`src/core/pss_pkg.sv`:
```
// Notes on behaviour
// Two modes: variable pump alone, or with one fixed-speed auxiliary pump.
// Auxiliary pump is switched on and off by a dedicated output pin.
// Start and stop thresholds on the frequency reference form a hysteresis.
// Above start frequency, wait start delay; start only if still above.
// On start, ramp variable pump down to stop frequency over start ramp.
// Below stop frequency, wait stop delay; stop only if still below.
// On stop, ramp variable pump up to start frequency over stop ramp.
// Near top speed with feedback under low limit minus 2%, start delay.
// Feedback still under low limit plus 3% at expiry enters fallback.
// Freewheel fallback coasts the motor and shows the freewheel fault code.
// Fixed fallback runs at fallback frequency and shows fixed speed code.
// Either fallback returns to regulation once feedback exceeds limit plus 3%.
// With auxiliary pump, supervise feedback only while both pumps run.
// Delays and ramps range 0 to 999.9 s, two seconds after reset.
// A delay whose condition lapses is cancelled and restarts from zero.
package pss_pkg;

  // data widths: frequency in 0.1 Hz, feedback in 0.1 %, time in 0.1 s
  localparam int FREQ_W = 16;
  localparam int TIME_W = 16;
  localparam int ADDR_W = 8;
  localparam int DATA_W = 32;
  localparam int IRQ_W = 4;

  // timing: one tick of the delay timers is a tenth of a second
  localparam int CLK_PERIOD_NS = 40;
  localparam int TICK_PERIOD_NS = 100_000_000;
  localparam int TICK_CYCLES_DEF = TICK_PERIOD_NS / CLK_PERIOD_NS;

  // time limits in tenths of a second
  localparam logic [TIME_W-1:0] TIME_MAX = 16'h270F;
  localparam logic [TIME_W-1:0] TIME_RST = 16'h0014;

  // feedback offsets in tenths of a percent
  localparam logic [FREQ_W-1:0] FB_TRIP_OFS = 16'h0014;
  localparam logic [FREQ_W-1:0] FB_CLEAR_OFS = 16'h001E;

  // register byte addresses
  localparam logic [ADDR_W-1:0] REG_CTRL = 8'h00;
  localparam logic [ADDR_W-1:0] REG_START_FREQ = 8'h04;
  localparam logic [ADDR_W-1:0] REG_STOP_FREQ = 8'h08;
  localparam logic [ADDR_W-1:0] REG_START_DELAY = 8'h0C;
  localparam logic [ADDR_W-1:0] REG_START_RAMP = 8'h10;
  localparam logic [ADDR_W-1:0] REG_STOP_DELAY = 8'h14;
  localparam logic [ADDR_W-1:0] REG_STOP_RAMP = 8'h18;
  localparam logic [ADDR_W-1:0] REG_TOP_SPEED = 8'h1C;
  localparam logic [ADDR_W-1:0] REG_TOP_MARGIN = 8'h20;
  localparam logic [ADDR_W-1:0] REG_FB_LIMIT = 8'h24;
  localparam logic [ADDR_W-1:0] REG_FB_DELAY = 8'h28;
  localparam logic [ADDR_W-1:0] REG_FALLBACK_FREQ = 8'h2C;
  localparam logic [ADDR_W-1:0] REG_STATE = 8'h30;
  localparam logic [ADDR_W-1:0] REG_IRQ_STATUS = 8'h34;
  localparam logic [ADDR_W-1:0] REG_IRQ_MASK = 8'h38;

  // control register fields
  localparam int CTRL_AUX_BIT = 0;
  localparam int CTRL_MODE_LSB = 1;
  localparam logic [1:0] FBMODE_NONE = 2'h0;
  localparam logic [1:0] FBMODE_FREEWHEEL = 2'h1;
  localparam logic [1:0] FBMODE_FIXED = 2'h2;

  // interrupt status bit positions
  localparam int IRQ_AUX_START = 0;
  localparam int IRQ_AUX_STOP = 1;
  localparam int IRQ_FB_ENTER = 2;
  localparam int IRQ_FB_LEAVE = 3;

  // reset values of the frequency registers
  localparam logic [FREQ_W-1:0] FREQ_RST = 16'h0000;

  // state machines and displayed codes
  typedef enum logic [1:0] {
    AUX_OFF, AUX_START_WAIT, AUX_ON, AUX_STOP_WAIT
  } pss_aux_e;
  typedef enum logic [1:0] {FB_IDLE, FB_WAIT, FB_FALLBACK} pss_fb_e;
  typedef enum logic [1:0] {
    FAULT_NONE, FAULT_FREEWHEEL, FAULT_FIXED
  } pss_fault_e;

  // ramp command to the variable pump
  typedef struct packed {
    logic [FREQ_W-1:0] target;
    logic [TIME_W-1:0] rampTime;
  } pss_ramp_s;

endpackage

```
`src/core/pss_delay_timer.sv`:
```
module pss_delay_timer
  import pss_pkg::*;
(
  // clock and reset
  input wire logic clk,
  input wire logic rst,
  // timing
  input wire logic tick,
  input wire logic run,
  input wire logic [TIME_W-1:0] limit,
  // result
  output logic done
);

  logic [TIME_W-1:0] count_r;

  // counts ticks while the condition holds, clears when it lapses
  always_ff @(posedge clk) begin
    if (rst || !run) begin
      count_r <= '0;
    end else if (tick && (count_r < limit)) begin
      count_r <= count_r + 1'b1;
    end
  end

  // expiry only while the condition still holds
  assign done = run && (count_r >= limit);

endmodule // pss_delay_timer

```
`src/core/pss_supervisor.sv`:
```
module pss_supervisor
  import pss_pkg::*;
#(
  parameter int TICK_CYCLES = TICK_CYCLES_DEF
) (
  // clock and reset
  input wire logic clk,
  input wire logic rst,
  // register port
  input wire logic [ADDR_W-1:0] addr,
  input wire logic [DATA_W-1:0] wrData,
  input wire logic wrEn,
  input wire logic rdEn,
  output logic [DATA_W-1:0] rdData,
  // drive inputs
  input wire logic [FREQ_W-1:0] freqRef,
  input wire logic [FREQ_W-1:0] motorFreq,
  input wire logic [FREQ_W-1:0] feedback,
  input wire logic varPumpRunning,
  // auxiliary pump and ramp
  output logic auxPumpDrivePin,
  output pss_ramp_s rampCmd,
  output logic rampLoad,
  // fallback
  output logic freewheelStop,
  output logic fixedFreqRun,
  output logic [FREQ_W-1:0] fallbackFreqOut,
  output pss_fault_e faultCode,
  // interrupt
  output logic irq
);

  // widened sum for threshold compares
  function automatic logic [FREQ_W:0] addOfs(input logic [FREQ_W-1:0] a,
                                             input logic [FREQ_W-1:0] b);
    return {1'b0, a} + {1'b0, b};
  endfunction

  // clamp a written time to the allowed range
  function automatic logic [TIME_W-1:0] clampTime(input logic [DATA_W-1:0] d);
    if (d > {16'h0000, TIME_MAX}) begin
      return TIME_MAX;
    end
    return d[TIME_W-1:0];
  endfunction

  logic withAux_r;
  logic [1:0] fbMode_r;
  logic [FREQ_W-1:0] auxStartFreq_r, auxStopFreq_r;
  logic [TIME_W-1:0] auxStartDelay_r, auxStartRamp_r;
  logic [TIME_W-1:0] auxStopDelay_r, auxStopRamp_r;
  logic [FREQ_W-1:0] topSpeed_r, topSpeedMargin_r;
  logic [FREQ_W-1:0] feedbackLowLimit_r, fallbackFrequency_r;
  logic [TIME_W-1:0] feedbackFaultDelay_r;
  logic [IRQ_W-1:0] irqStatus_r, irqMask_r, irqSet;
  logic [IRQ_W-1:0] irqClr;
  logic [31:0] tickCnt_r;
  logic tick_r;
  pss_aux_e auxState_r;
  pss_fb_e fbState_r;
  logic auxPumpDrivePin_r, rampLoad_r, irq_r;
  pss_ramp_s rampCmd_r;
  logic freewheelStop_r, fixedFreqRun_r;
  logic [FREQ_W-1:0] fallbackFreqOut_r;
  pss_fault_e faultCode_r;
  logic [DATA_W-1:0] rdData_r;
  logic freqAboveStart, freqBelowStop;
  logic fbTrip, fbStillLow, fbClear, topHit, superviseOn;
  logic startRun, stopRun, fbRun, startDone, stopDone, fbDone;
  logic wrHit;

  // register writes; delays and ramps are clamped
  always_ff @(posedge clk) begin
    if (rst) begin
      withAux_r <= 1'b0;
      fbMode_r <= FBMODE_NONE;
      auxStartFreq_r <= FREQ_RST;
      auxStopFreq_r <= FREQ_RST;
      auxStartDelay_r <= TIME_RST;
      auxStartRamp_r <= TIME_RST;
      auxStopDelay_r <= TIME_RST;
      auxStopRamp_r <= TIME_RST;
      topSpeed_r <= FREQ_RST;
      topSpeedMargin_r <= FREQ_RST;
      feedbackLowLimit_r <= FREQ_RST;
      feedbackFaultDelay_r <= TIME_RST;
      fallbackFrequency_r <= FREQ_RST;
      irqMask_r <= '0;
    end else if (wrEn) begin
      case (addr)
        REG_CTRL: begin
          withAux_r <= wrData[CTRL_AUX_BIT];
          fbMode_r <= wrData[CTRL_MODE_LSB +: 2];
        end
        REG_START_FREQ: auxStartFreq_r <= wrData[FREQ_W-1:0];
        REG_STOP_FREQ: auxStopFreq_r <= wrData[FREQ_W-1:0];
        REG_START_DELAY: auxStartDelay_r <= clampTime(wrData);
        REG_START_RAMP: auxStartRamp_r <= clampTime(wrData);
        REG_STOP_DELAY: auxStopDelay_r <= clampTime(wrData);
        REG_STOP_RAMP: auxStopRamp_r <= clampTime(wrData);
        REG_TOP_SPEED: topSpeed_r <= wrData[FREQ_W-1:0];
        REG_TOP_MARGIN: topSpeedMargin_r <= wrData[FREQ_W-1:0];
        REG_FB_LIMIT: feedbackLowLimit_r <= wrData[FREQ_W-1:0];
        REG_FB_DELAY: feedbackFaultDelay_r <= clampTime(wrData);
        REG_FALLBACK_FREQ: fallbackFrequency_r <= wrData[FREQ_W-1:0];
        REG_IRQ_MASK: irqMask_r <= wrData[IRQ_W-1:0];
        default: ;
      endcase
    end
  end

  // read data in the cycle after the strobe, zero otherwise
  always_ff @(posedge clk) begin
    if (rst || !rdEn) begin
      rdData_r <= '0;
    end else begin
      case (addr)
        REG_CTRL: rdData_r <= DATA_W'({fbMode_r, withAux_r});
        REG_START_FREQ: rdData_r <= DATA_W'(auxStartFreq_r);
        REG_STOP_FREQ: rdData_r <= DATA_W'(auxStopFreq_r);
        REG_START_DELAY: rdData_r <= DATA_W'(auxStartDelay_r);
        REG_START_RAMP: rdData_r <= DATA_W'(auxStartRamp_r);
        REG_STOP_DELAY: rdData_r <= DATA_W'(auxStopDelay_r);
        REG_STOP_RAMP: rdData_r <= DATA_W'(auxStopRamp_r);
        REG_TOP_SPEED: rdData_r <= DATA_W'(topSpeed_r);
        REG_TOP_MARGIN: rdData_r <= DATA_W'(topSpeedMargin_r);
        REG_FB_LIMIT: rdData_r <= DATA_W'(feedbackLowLimit_r);
        REG_FB_DELAY: rdData_r <= DATA_W'(feedbackFaultDelay_r);
        REG_FALLBACK_FREQ: rdData_r <= DATA_W'(fallbackFrequency_r);
        REG_STATE: rdData_r <= DATA_W'({fbState_r, auxState_r,
                                        logic'(faultCode_r != FAULT_NONE),
                                        auxPumpDrivePin_r});
        REG_IRQ_STATUS: rdData_r <= DATA_W'(irqStatus_r);
        REG_IRQ_MASK: rdData_r <= DATA_W'(irqMask_r);
        default: rdData_r <= '0;
      endcase
    end
  end

  // tenth-second enable from the clock divider
  always_ff @(posedge clk) begin
    if (rst || (tickCnt_r == 32'(TICK_CYCLES - 1))) begin
      tickCnt_r <= '0;
    end else begin
      tickCnt_r <= tickCnt_r + 1'b1;
    end
  end

  always_ff @(posedge clk) begin
    if (rst) begin
      tick_r <= 1'b0;
    end else begin
      tick_r <= (tickCnt_r == 32'(TICK_CYCLES - 1));
    end
  end

  // threshold compares
  assign freqAboveStart = freqRef > auxStartFreq_r;
  assign freqBelowStop = freqRef < auxStopFreq_r;
  assign topHit = addOfs(motorFreq, topSpeedMargin_r) > {1'b0, topSpeed_r};
  assign fbTrip = addOfs(feedback, FB_TRIP_OFS) < {1'b0, feedbackLowLimit_r};
  assign fbStillLow = {1'b0, feedback} <
                      addOfs(feedbackLowLimit_r, FB_CLEAR_OFS);
  assign fbClear = {1'b0, feedback} > addOfs(feedbackLowLimit_r, FB_CLEAR_OFS);
  assign superviseOn = varPumpRunning && (fbMode_r != FBMODE_NONE) &&
                       (!withAux_r || auxPumpDrivePin_r);

  // delay timer run conditions
  assign startRun = (auxState_r == AUX_START_WAIT) && freqAboveStart;
  assign stopRun = (auxState_r == AUX_STOP_WAIT) && freqBelowStop;
  assign fbRun = (fbState_r == FB_WAIT) && superviseOn && topHit &&
                 fbStillLow;

  pss_delay_timer uStartTimer (
    .clk(clk),
    .rst(rst),
    .tick(tick_r),
    .run(startRun),
    .limit(auxStartDelay_r),
    .done(startDone)
  );

  pss_delay_timer uStopTimer (
    .clk(clk),
    .rst(rst),
    .tick(tick_r),
    .run(stopRun),
    .limit(auxStopDelay_r),
    .done(stopDone)
  );

  pss_delay_timer uFbTimer (
    .clk(clk),
    .rst(rst),
    .tick(tick_r),
    .run(fbRun),
    .limit(feedbackFaultDelay_r),
    .done(fbDone)
  );

  // auxiliary pump staging
  always_ff @(posedge clk) begin
    rampLoad_r <= 1'b0;
    if (rst) begin
      auxState_r <= AUX_OFF;
      auxPumpDrivePin_r <= 1'b0;
      rampCmd_r <= '0;
    end else if (!withAux_r) begin
      auxState_r <= AUX_OFF;
      auxPumpDrivePin_r <= 1'b0;
    end else begin
      case (auxState_r)
        AUX_OFF: if (freqAboveStart) begin
          auxState_r <= AUX_START_WAIT;
        end
        AUX_START_WAIT: if (!freqAboveStart) begin
          auxState_r <= AUX_OFF;
        end else if (startDone) begin
          auxState_r <= AUX_ON;
          auxPumpDrivePin_r <= 1'b1;
          rampCmd_r.target <= auxStopFreq_r;
          rampCmd_r.rampTime <= auxStartRamp_r;
          rampLoad_r <= 1'b1;
        end
        AUX_ON: if (freqBelowStop) begin
          auxState_r <= AUX_STOP_WAIT;
        end
        AUX_STOP_WAIT: if (!freqBelowStop) begin
          auxState_r <= AUX_ON;
        end else if (stopDone) begin
          auxState_r <= AUX_OFF;
          auxPumpDrivePin_r <= 1'b0;
          rampCmd_r.target <= auxStartFreq_r;
          rampCmd_r.rampTime <= auxStopRamp_r;
          rampLoad_r <= 1'b1;
        end
        default: auxState_r <= AUX_OFF;
      endcase
    end
  end

  // feedback supervision and fallback
  always_ff @(posedge clk) begin
    if (rst) begin
      fbState_r <= FB_IDLE;
      freewheelStop_r <= 1'b0;
      fixedFreqRun_r <= 1'b0;
      faultCode_r <= FAULT_NONE;
      fallbackFreqOut_r <= FREQ_RST;
    end else begin
      case (fbState_r)
        FB_IDLE: if (superviseOn && topHit && fbTrip) begin
          fbState_r <= FB_WAIT;
        end
        FB_WAIT: if (!fbRun) begin
          fbState_r <= FB_IDLE;
        end else if (fbDone) begin
          fbState_r <= FB_FALLBACK;
          if (fbMode_r == FBMODE_FIXED) begin
            fixedFreqRun_r <= 1'b1;
            fallbackFreqOut_r <= fallbackFrequency_r;
            faultCode_r <= FAULT_FIXED;
          end else begin
            freewheelStop_r <= 1'b1;
            faultCode_r <= FAULT_FREEWHEEL;
          end
        end
        FB_FALLBACK: if (fbClear) begin
          fbState_r <= FB_IDLE;
          freewheelStop_r <= 1'b0;
          fixedFreqRun_r <= 1'b0;
          faultCode_r <= FAULT_NONE;
        end
        default: fbState_r <= FB_IDLE;
      endcase
    end
  end

  // sticky events, set wins over a write-one clear
  assign irqSet[IRQ_AUX_START] = startDone && withAux_r &&
                                 (auxState_r == AUX_START_WAIT);
  assign irqSet[IRQ_AUX_STOP] = stopDone && withAux_r &&
                                (auxState_r == AUX_STOP_WAIT);
  assign irqSet[IRQ_FB_ENTER] = (fbState_r == FB_WAIT) && fbRun && fbDone;
  assign irqSet[IRQ_FB_LEAVE] = (fbState_r == FB_FALLBACK) && fbClear;
  assign wrHit = wrEn && (addr == REG_IRQ_STATUS);
  assign irqClr = wrHit ? wrData[IRQ_W-1:0] : '0;

  always_ff @(posedge clk) begin
    if (rst) begin
      irqStatus_r <= '0;
      irq_r <= 1'b0;
    end else begin
      irqStatus_r <= (irqStatus_r & ~irqClr) | irqSet;
      irq_r <= |(irqStatus_r & irqMask_r);
    end
  end

  // outputs straight from flip-flops
  assign rdData = rdData_r;
  assign auxPumpDrivePin = auxPumpDrivePin_r;
  assign rampCmd = rampCmd_r;
  assign rampLoad = rampLoad_r;
  assign freewheelStop = freewheelStop_r;
  assign fixedFreqRun = fixedFreqRun_r;
  assign fallbackFreqOut = fallbackFreqOut_r;
  assign faultCode = faultCode_r;
  assign irq = irq_r;
endmodule // pss_supervisor

```
`config.mk`:
```
export PLATFORM = sky130hd
export DESIGN_NAME = pss_supervisor
export DESIGN_NICKNAME = d
export VERILOG_FILES = /design/src/core/pss_pkg.sv /design/src/core/pss_delay_timer.sv /design/src/core/pss_supervisor.sv
export SDC_FILE = /design/constraint.sdc
export NUM_CORES = 1
export LEC_CHECK = 0
export BUFFER_PORTS_ARGS = -buffer_cell sky130_fd_sc_hd__buf_2
export CELL_PAD_IN_SITES_DETAIL_PLACEMENT = 1
export CELL_PAD_IN_SITES_GLOBAL_PLACEMENT = 2
export CORE_ASPECT_RATIO = 0.8
export CORE_MARGIN = 2
export CORE_UTILIZATION = 33
export CTS_BUF_LIST = sky130_fd_sc_hd__clkbuf_4
export CTS_CLUSTER_SIZE = 16
export DETAILED_ROUTE_END_ITERATION = 10
export PLACE_DENSITY = 0.88
export SLEW_MARGIN = 0
export SYNTH_ARGS = -nofsm -noshare
export SYNTH_HDL_FRONTEND = slang
export SYNTH_SLANG_ARGS = --single-unit
```
`constraint.sdc`:
```
create_clock -name clk -period 3.7 [get_ports clk]
set_clock_uncertainty 0.1 [all_clocks]
set_input_delay 0.37 -clock clk [delete_from_list [all_inputs] [get_ports clk]]
set_output_delay 0.37 -clock clk [all_outputs]
set_load 0.02 [all_outputs]
```
# Word level (Yosys, flattened, before mapping)

Index checks and enable logic that the tools add are counted.

Equal/unequal tests: 36
Muxes and demuxes: 64
Bitwise logic cells: 5
Reduce and logical (&&, ||, !) cells: 64
Order comparisons: 13
Add/sub/neg operators: 7

Operators by type and width:

| kind                  | count |
|---|---|
| $pmux 16 s15          | 1 |
| $mux 32               | 4 |
| $mux 16               | 6 |
| $lt 16x16->1          | 4 |
| $pmux 32 s2           | 1 |
| $eq 8x6->1 const B    | 7 |
| $add 16x1->16 const B | 3 |
| $ge 16x16->1          | 3 |
| $add 16x5->17 const B | 2 |
| $add 32x1->32 const B | 1 |
| $eq 32x22->1 const B  | 1 |
| $eq 8x5->1 const B    | 4 |
| $gt 32x14->1 const B  | 1 |
| $mux 1                | 31 |
| $mux 2                | 13 |
| $reduce_and 2->1      | 13 |
| $logic_and 1x1->1     | 23 |
| $ne 2x2->1 const B    | 11 |
| $add 16x16->17        | 1 |
| $gt 16x17->1          | 1 |
| $gt 17x16->1          | 1 |
| $lt 16x17->1          | 1 |
| $lt 17x16->1          | 1 |
| $eq 8x4->1 const B    | 2 |
| 26 further kinds      | 53 |

Output and inout port bits: 87
Bits of input ports: 93
Register bits: 359
Word-level logic and storage cells: 221

# Depth between registers and ports, before layout

Gate-level depths: netlist of the first run.

Depth in word-level cells: 10
Depth in mapped cells: 21
Depth with buffers taken out: 19

# Cells and area by module

From an unflattened synthesis of the first run, not the netlist that was laid out.

Cell total of the unflattened synthesis: 2279
Area total of the unflattened synthesis: 18505.2 µm²

Modules (own cells, without submodules):

| module          | cells each | times used | sequential area each (µm²) | area an instance (µm²) |
|---|---|---|---|---|
| pss_supervisor  | 1820       | 1          | 5905.7                     | 14928.1 |
| pss_delay_timer | 153        | 3          | 320.3                      | 1192.4 |

# Worst setup path before layout of the first run

OpenSTA, ideal clock, no wires.

Kind: input -> register
Start point: input port motorFreq[7]
End point: register uFbTimer.count_r[10]
Stages on the path: 18
Data required time: 3483 ps
Path slack: -156 ps
Setup time: 117 ps
Arrival: 3639 ps
Cell sequence: ha_1 a2111o_1 o2111ai_1 nand2_1 a21o_1 a211oi_1 nor3_1 ha_1 a21o_1 a211o_1 o221ai_1 o21ai_0 a31oi_1 and2_1 or3_1 buf_2 buf_2 nor2_1

Word-level cells in the longest chain between the ends: 6

Ends and longest elaborated chain:

| element                         | RTL line              | text |
|---|---|---|
| start, declared                 | pss_supervisor.sv:17  | `input wire logic [FREQ_W-1:0] motorFreq,` |
| $add 16x16->17                  | pss_supervisor.sv:36  | `return {1'b0, a} + {1'b0, b};` |
| $gt 17x16->1                    | pss_supervisor.sv:160 | `assign topHit = addOfs(motorFreq, topSpeedMargin_r) > {1'b0, topSpeed_r};` |
| $logic_and 1x1->1 (2 in series) | pss_supervisor.sv:171 | `assign fbRun = (fbState_r == FB_WAIT) && superviseOn && topHit &&` |
| $logic_not 1->1                 | --                    |  |
| $logic_or 1x1->1                | pss_delay_timer.sv:19 | `if (rst \|\| !run) begin` |
| end signal, assigned            | pss_delay_timer.sv:22 | `count_r <= count_r + 1'b1;` |
| end, declared                   | pss_delay_timer.sv:15 | `logic [TIME_W-1:0] count_r;` |

No other way between the ends.
A chain may end at the register's enable or synchronous reset.

# Final worst setup path of the first run

Start point: register topSpeedMargin_r[7]
End point: register uFbTimer.count_r[7]

Word-level cells in the longest chain between the ends: 6

Ends and longest elaborated chain:

| element                         | RTL line              | text |
|---|---|---|
| start, declared                 | pss_supervisor.sv:52  | `logic [FREQ_W-1:0] topSpeed_r, topSpeedMargin_r;` |
| start signal, assigned          | pss_supervisor.sv:102 | `REG_TOP_MARGIN: topSpeedMargin_r <= wrData[FREQ_W-1:0];` |
| $add 16x16->17                  | pss_supervisor.sv:36  |  |
| $gt 17x16->1                    | pss_supervisor.sv:160 |  |
| $logic_and 1x1->1 (2 in series) | pss_supervisor.sv:171 |  |
| $logic_not 1->1                 | --                    |  |
| $logic_or 1x1->1                | pss_delay_timer.sv:19 |  |

No other way between the ends.

==> impl_metrics.yaml, run 1 <==
outcome:
  status: "finished, violations left"
  violations: "setup timing"
grt:
  grt_max_degree: 78
  grt_first_pass_wirelength_um: 115000
  grtUsageMet2_pct: 39.7
  grt.busiest_layer: "met2"
  antenna_found_initial: 7
  use_met3_pct: 7.98
  overflow: 0
  use_met1_pct: 34.5
  grt_pass1_vias: 19000
  track_usage_pct: 26.2
cells_and_area:
  post-route-util_pct: 40.1
  areaGrowthSynthToFinish_pct: 19.8
  final_cell_mix: "dfxtp_1, nand2_1, nor2_1"
  layout_commonest_cell: "dfxtp_1"
  final_area_sq_mm: 0.0222
  nets: 2792
  finalNonFillerCells: 3373
  drive_gt1_share_pct: 18.0
  num-fill-cells: 6785
synthesis:
  synth_warnings: 0
  syn_avg_cell_area_sq_um: 8.09
  synth_area_sq_mm: 0.0185
  synth.distinct_cells: 76
  synthArstFlopShare_pct: 0
  synthFlopType: "dfxtp_1"
  synth-edff-count: 0
  synth_top_area_share_pct: 37.1
  seq_area_frac_synth_pct: 37.1
  ys_ff_latch: 343
  synthCells: 2287
  synthTopCellsByArea: "dfxtp_1, ha_1, nand2_1, a21oi_1, nor2_1"
  yosysTopAreaCell: "dfxtp_1"
power_and_ir_drop:
  leakage_nw: 8.13
  irDropWorstVdd_uv: 184
  p_per_area_mw_per_mm2: 342
clock_tree:
  cts_tree: "built"
  clk_latency_ns: 0.89
  cts_buffer_depth: 3
  cts.sinks: 343
  clk_pin_slew_ns: 0.07
  cts_buffers: 94
  cts.htree.levels: 3
  cts_root_buf: "clkbuf_4"
floorplanning:
  die_w_um: 269
  initial_core_util_pct: 33.5
  placementRows: 77
  pin_count: 180
  core_area_sq_mm: 0.0553
  die_area_sq_mm: 0.0580
  die_h_um: 216
worst_setup_path:
  worst-setup-path-type: "register to register"
  reg2regPathDepth: 18
  crit_required_ns: 4.33
  path_cells: "ha_4 -> a2111o_1 -> o2111ai_4 -> a21oi_2 -> or3_4 -> a21oi_4 -> xnor2_2 -> ha_1 -> nand4_1 -> nor2_2 -> o21ai_2 -> o21ai_1 -> a31oi_1 -> buf_4 -> and2_4 -> or3_4 -> clkbuf_16 -> nor2_2"
  slowest_delay_ns: 0.48
  cp_slowest_cell: "a2111o_1"
  arrival_ns: 4.75
  path_max_fanout: 8
  critPathCaptureType: "register"
  worst_setup_path_start_kind: "register"
hold_path:
  hold_class: "input port to register"
  holdPathStages: 6
timing:
  rsz0062_at_grt: "yes"
  finalWorstSetupSlack_ns: -0.421
  drv_slew: 0
  hold_viol_final: 0
  slew_headroom_pct: 42.4
  worst_pin_slew_ns: 0.863
  setup_viol: 39
  hold-worst-slack_ns: 0.127
  fmax_mhz: 243
  period_share_pct: 111
  fin_crit_ns: 4.12
place:
  gp_congestion: 0.965
  place_ws_ns: -0.687
  dp.cells: 3179
  io_buffers: 163
  place_area_sq_mm: 0.0206
  dp_hpwl_um: 58500
detailed_routing:
  wl_um: 77700
  drtIter0Drc: 1886
  ant_nets: 0
  drt-wirelength-per-cell_um: 23.0
  drc: 0
  vias_per_cell: 5.55
  vias: 18700
  drt_pass1_iterations: 6
flow_run:
  cap_violations: 0
worst max-delay path, delay by kind of cell, from the launching register on:
family                   cells  cell delay, ns
XOR/XNOR                     1            0.07
AO/OA/AOI/OAI                7            1.32
AND/OR/NAND/NOR              6            1.32
buffers and inverters        2            0.36
flip-flops                   1            0.35
adder cells (fa/ha/maj)      2            0.50
metrics by stage:
| stage | TNS [ns] | power [mW] |
|---|---|---|
| floorplan | 0 | 4.03 |
| global placement | -19.90 | 4.19 |
| detailed placement | -23.78 | 4.21 |
| CTS | -12.08 | 7.63 |
| global route | -21.45 | 7.87 |
| finish | -14.42 | 7.59 |
area by class of cell:
class / instances / area (sq um) / share of cell area, %
timing repair buffer: 288 / 1870 / 8.42
sequential: 343 / 6870 / 31.0
tap: 750 / 938 / 4.23
clock inverter: 30 / 130 / 0.587
clock buffer: 135 / 1010 / 4.57
multi-input combinational: 1690 / 10800 / 48.9
antenna: 4 / 10.0 / 0.0451
inverter: 133 / 499 / 2.25
cell usage after synthesis, types with 28 or more instances:
cell type  number
inv_1         133
nand2b_1       44
nor3_1         28
clkbuf_1      103
nand3_1       121
dfxtp_1       343
a21oi_1       185
nand4_1        42
o21ai_0        33
a221oi_1       28
a311oi_1       33
xnor2_1        60
nand2_1       335
xor2_1         47
a211oi_1       41
nor2_1        223
ha_1          148
power breakdown:
| part | switching, mW | internal [mW] | total, mW |
|---|---|---|---|
| Clock | 1.76 | 1.68 | 3.43 |
| Sequential | 0.00611 | 3.70 | 3.70 |
| Combinational | 0.291 | 0.165 | 0.456 |
| Total | 2.05 | 5.54 | 7.59 |
cell families (layout without fill, tap and decap cells):
kind of cell,Yosys count,after routing,synth area share (%)
AO/OA/AOI/OAI,486,486,17.9
buffers and inverters,269,586,5.98
AND/OR/NAND/NOR,914,914,22.9
multiplexers,18,18,0.974
XOR/XNOR,107,107,5.06
other,1,20,0.0203
adder cells (fa/ha/maj),149,149,10.1
flip-flops,343,343,37.1
what timing repair did:
item	CTS	global route
hold endpoints to repair	122	0
setup buffers	5	1
resized for setup	13	32
endpoints found under the setup margin	39	39
gates cloned	0	2
pin swaps	8	19
hold buffers	18	0
worst paths after layout:
check / from / end / slack (ns)
worst max-delay path: topSpeedMargin_r[7] / uFbTimer.count_r[7] / -0.42
worst min-delay path: freqRef[15] / auxState_r[0] / 0.13
worst max register to register: topSpeedMargin_r[7] / uFbTimer.count_r[7] / -0.42
worst min register to register: tickCnt_r[0] / tickCnt_r[0] / 0.38
per-layer routing:
layer	wire (um)	vias up
li1	-	8628
met2	33700	794
met3	7220	183
met1	33600	9101
met4	3030	4
met5	93	-
Power figures use the tool's default switching activity.
==> inputs of run 2 (changes only) <==
--- a/config.mk
+++ b/config.mk
@@ -18,4 +18,5 @@
 export SLEW_MARGIN = 0
 export SYNTH_ARGS = -nofsm -noshare
 export SYNTH_HDL_FRONTEND = slang
+export SYNTH_HIERARCHICAL = 1
 export SYNTH_SLANG_ARGS = --single-unit
==> impl_metrics.yaml, run 2 <==
timing:
  finalWorstSetupSlack_ns: -0.807
  hold-worst-slack_ns: 0.0788
  worst_pin_slew_ns: 0.956
  drv_slew: 0
  period_share_pct: 122
  fin_crit_ns: 4.51
  slew_headroom_pct: 36.3
  fmax_mhz: 222
  hold_viol_final: 0
  rsz0062_at_grt: "yes"
  setup_viol: 71
synthesis:
  synthFlopType: "dfxtp_1"
  synthTopCellsByArea: "dfxtp_1, ha_1, nand2_1, a21oi_1, nor2_1"
  synth-edff-count: 0
  synth_warnings: 6
  synth.distinct_cells: 75
  synthTopCellsByCount: "nand2_1, dfxtp_1, a21oi_1"
  seq_area_frac_synth_pct: 37.1
  synthCells: 2279
  synthArstFlopShare_pct: 0
  synth_top_area_share_pct: 37.1
  ys_ff_latch: 343
  syn_avg_cell_area_sq_um: 8.12
  yosysMostFrequentCell: "nand2_1"
  synth_area_sq_mm: 0.0185
  yosysTopAreaCell: "dfxtp_1"
grt:
  antenna_found_initial: 5
  grt_max_degree: 80
  grt_first_pass_wirelength_um: 122000
  grt_pass1_vias: 20200
  track_usage_pct: 27.4
  overflow: 0
hold_path:
  hold_class: "input port to register"
floorplanning:
  die_h_um: 216
  pin_count: 180
  die_area_sq_mm: 0.0580
  initial_core_util_pct: 33.5
  die_w_um: 269
  placementRows: 77
  core_area_sq_mm: 0.0553
worst_setup_path:
  cp_common_cell: "a21o_1"
  critPathCaptureType: "register"
  worst_setup_path_start_kind: "register"
  crit_required_ns: 4.31
  cp_slowest_cell: "a221o_2"
  path_cells: "ha_4 -> inv_2 -> fa_2 -> nand2b_4 -> a21oi_4 -> o2111ai_2 -> nand2_1 -> a21o_1 -> a21oi_2 -> xnor2_1 -> ha_1 -> a21o_1 -> a2111oi_4 -> o22ai_2 -> a221o_2 -> o21ai_2 -> nor2_2 -> a21boi_4 -> and4_1 -> o21a_4 -> buf_8 -> mux2i_1"
  worst-setup-path-type: "register to register"
  worst-path-buf-inv: 2
  path_max_fanout: 7
  arrival_ns: 5.12
  cp_top_family: "compound AO/OA/AOI/OAI gates"
  slowest_delay_ns: 0.49
clock_tree:
  clk_latency_ns: 0.91
  cts_tree: "built"
  cts_root_buf: "clkbuf_4"
  clk_pin_slew_ns: 0.07
  cts.htree.levels: 3
  cts.sinks: 343
  cts_buffer_depth: 3
  cts_buffers: 93
detailed_routing:
  drtIter0Drc: 1692
  drc: 0
  vias_per_cell: 5.66
  vias: 19700
  drt_pass1_iterations: 6
  ant_nets: 0
  wl_um: 80200
  drt-wirelength-per-cell_um: 23.0
cells_and_area:
  areaGrowthSynthToFinish_pct: 26.2
  final_cell_mix: "nand2_1, dfxtp_1, a21oi_1"
  nets: 2900
  drive_gt1_share_pct: 23.1
  layout_commonest_cell: "nand2_1"
place:
  place_ws_ns: -1.21
  io_buffers: 163
  dp_hpwl_um: 59700
  gp_congestion: 0.958
flow_run:
  cap_violations: 0
power_and_ir_drop:
  p_per_area_mw_per_mm2: 329
  leakage_nw: 8.86
  irDropWorstVdd_uv: 158
outcome:
  status: "finished, violations left"
  violations: "setup timing"
run 2: logic make-up after synthesis:
family                     share of synthesized area (%)
other                                             0.0203
buffers and inverters                               5.97
and+or+nand+nor                                     22.1
muxes                                               1.03
xor gates and xnor gates                            3.27
AOI/OAI and AO/OA                                   20.4
adders and majority gates                           10.1
DFF                                                 37.1
run 2: worst reg2reg max path: stages (launching register included):
cell       delay, ns
dfxtp_2         0.36
ha_4            0.14
inv_2           0.03
fa_2            0.33
nand2b_4        0.16
a21oi_4         0.17
o2111ai_2       0.17
nand2_1         0.12
a21o_1          0.13
a21oi_2         0.05
xnor2_1         0.18
ha_1            0.27
a21o_1          0.19
a2111oi_4       0.31
o22ai_2         0.13
a221o_2         0.49
o21ai_2         0.21
nor2_2          0.08
a21boi_4        0.15
and4_1          0.20
o21a_4          0.15
buf_8           0.15
mux2i_1         0.12
run 2: final timing paths:
path	startpoint	endpoint	slack, ns	depth (start not counted)
max	topSpeedMargin_r[0]	fallbackFreqOut[13]	-0.81	22
min	addr[3]	rdData[3]	0.08	4
max reg2reg	topSpeedMargin_r[0]	fallbackFreqOut[13]	-0.81	22
min reg2reg	tickCnt_r[0]	tickCnt_r[0]	0.34	1
run 2: cell type report:
type,count,area [sq um]
Clock inverter,21,103
Fill cell,6754,31900
Timing Repair Buffer,401,2830
Tap cell,750,938
Inverter,137,517
Antenna cell,7,17.5
Multi-Input combinational cell,1682,11000
Clock buffer,140,1050
Sequential cell,343,6880
run 2: layer usage:
layer	part of all wire, %	track usage (%)	vias to the layer above
li1	-	-	8938
met1	45	38.4	9739
met2	43	41.0	846
met3	9.2	6.90	173
met4	2.7	8.41	4
met5	0.13	0	-
run 2: report_power, final:
part / internal (mW) / switching (mW) / leakage [nW] / total, mW
Sequential: 3.70 / 0.00515 / 2.77 / 3.70
Combinational: 0.197 / 0.327 / 5.41 / 0.524
Clock: 1.72 / 1.73 / 0.689 / 3.46
run 2: timing repair:
item	CTS	global route
resized for setup	71	24
gates cloned	7	0
setup endpoints to repair	76	74
setup buffers	17	7
pin swaps	62	17
hold endpoints to repair	113	0
hold buffers	23	0
run 2: metrics by stage:
| step | instance area [sq um] | setup TNS (ns) | power, mW | util, % | instances |
|---|---|---|---|---|---|
| after floorplan | 18700 | -10.17 | 4.04 | - | 2294 |
| after global placement | 21300 | -57.71 | 4.23 | 38.6 | 3269 |
| after global routing | 23300 | -42.96 | 8.01 | 42.2 | 3480 |
| final | 23400 | -33.17 | 7.68 | 42.2 | 3481 |
| after detailed placement | 21300 | -66.73 | 4.25 | 38.6 | 3269 |
| after CTS | 23300 | -31.03 | 7.74 | 42.2 | 3474 |
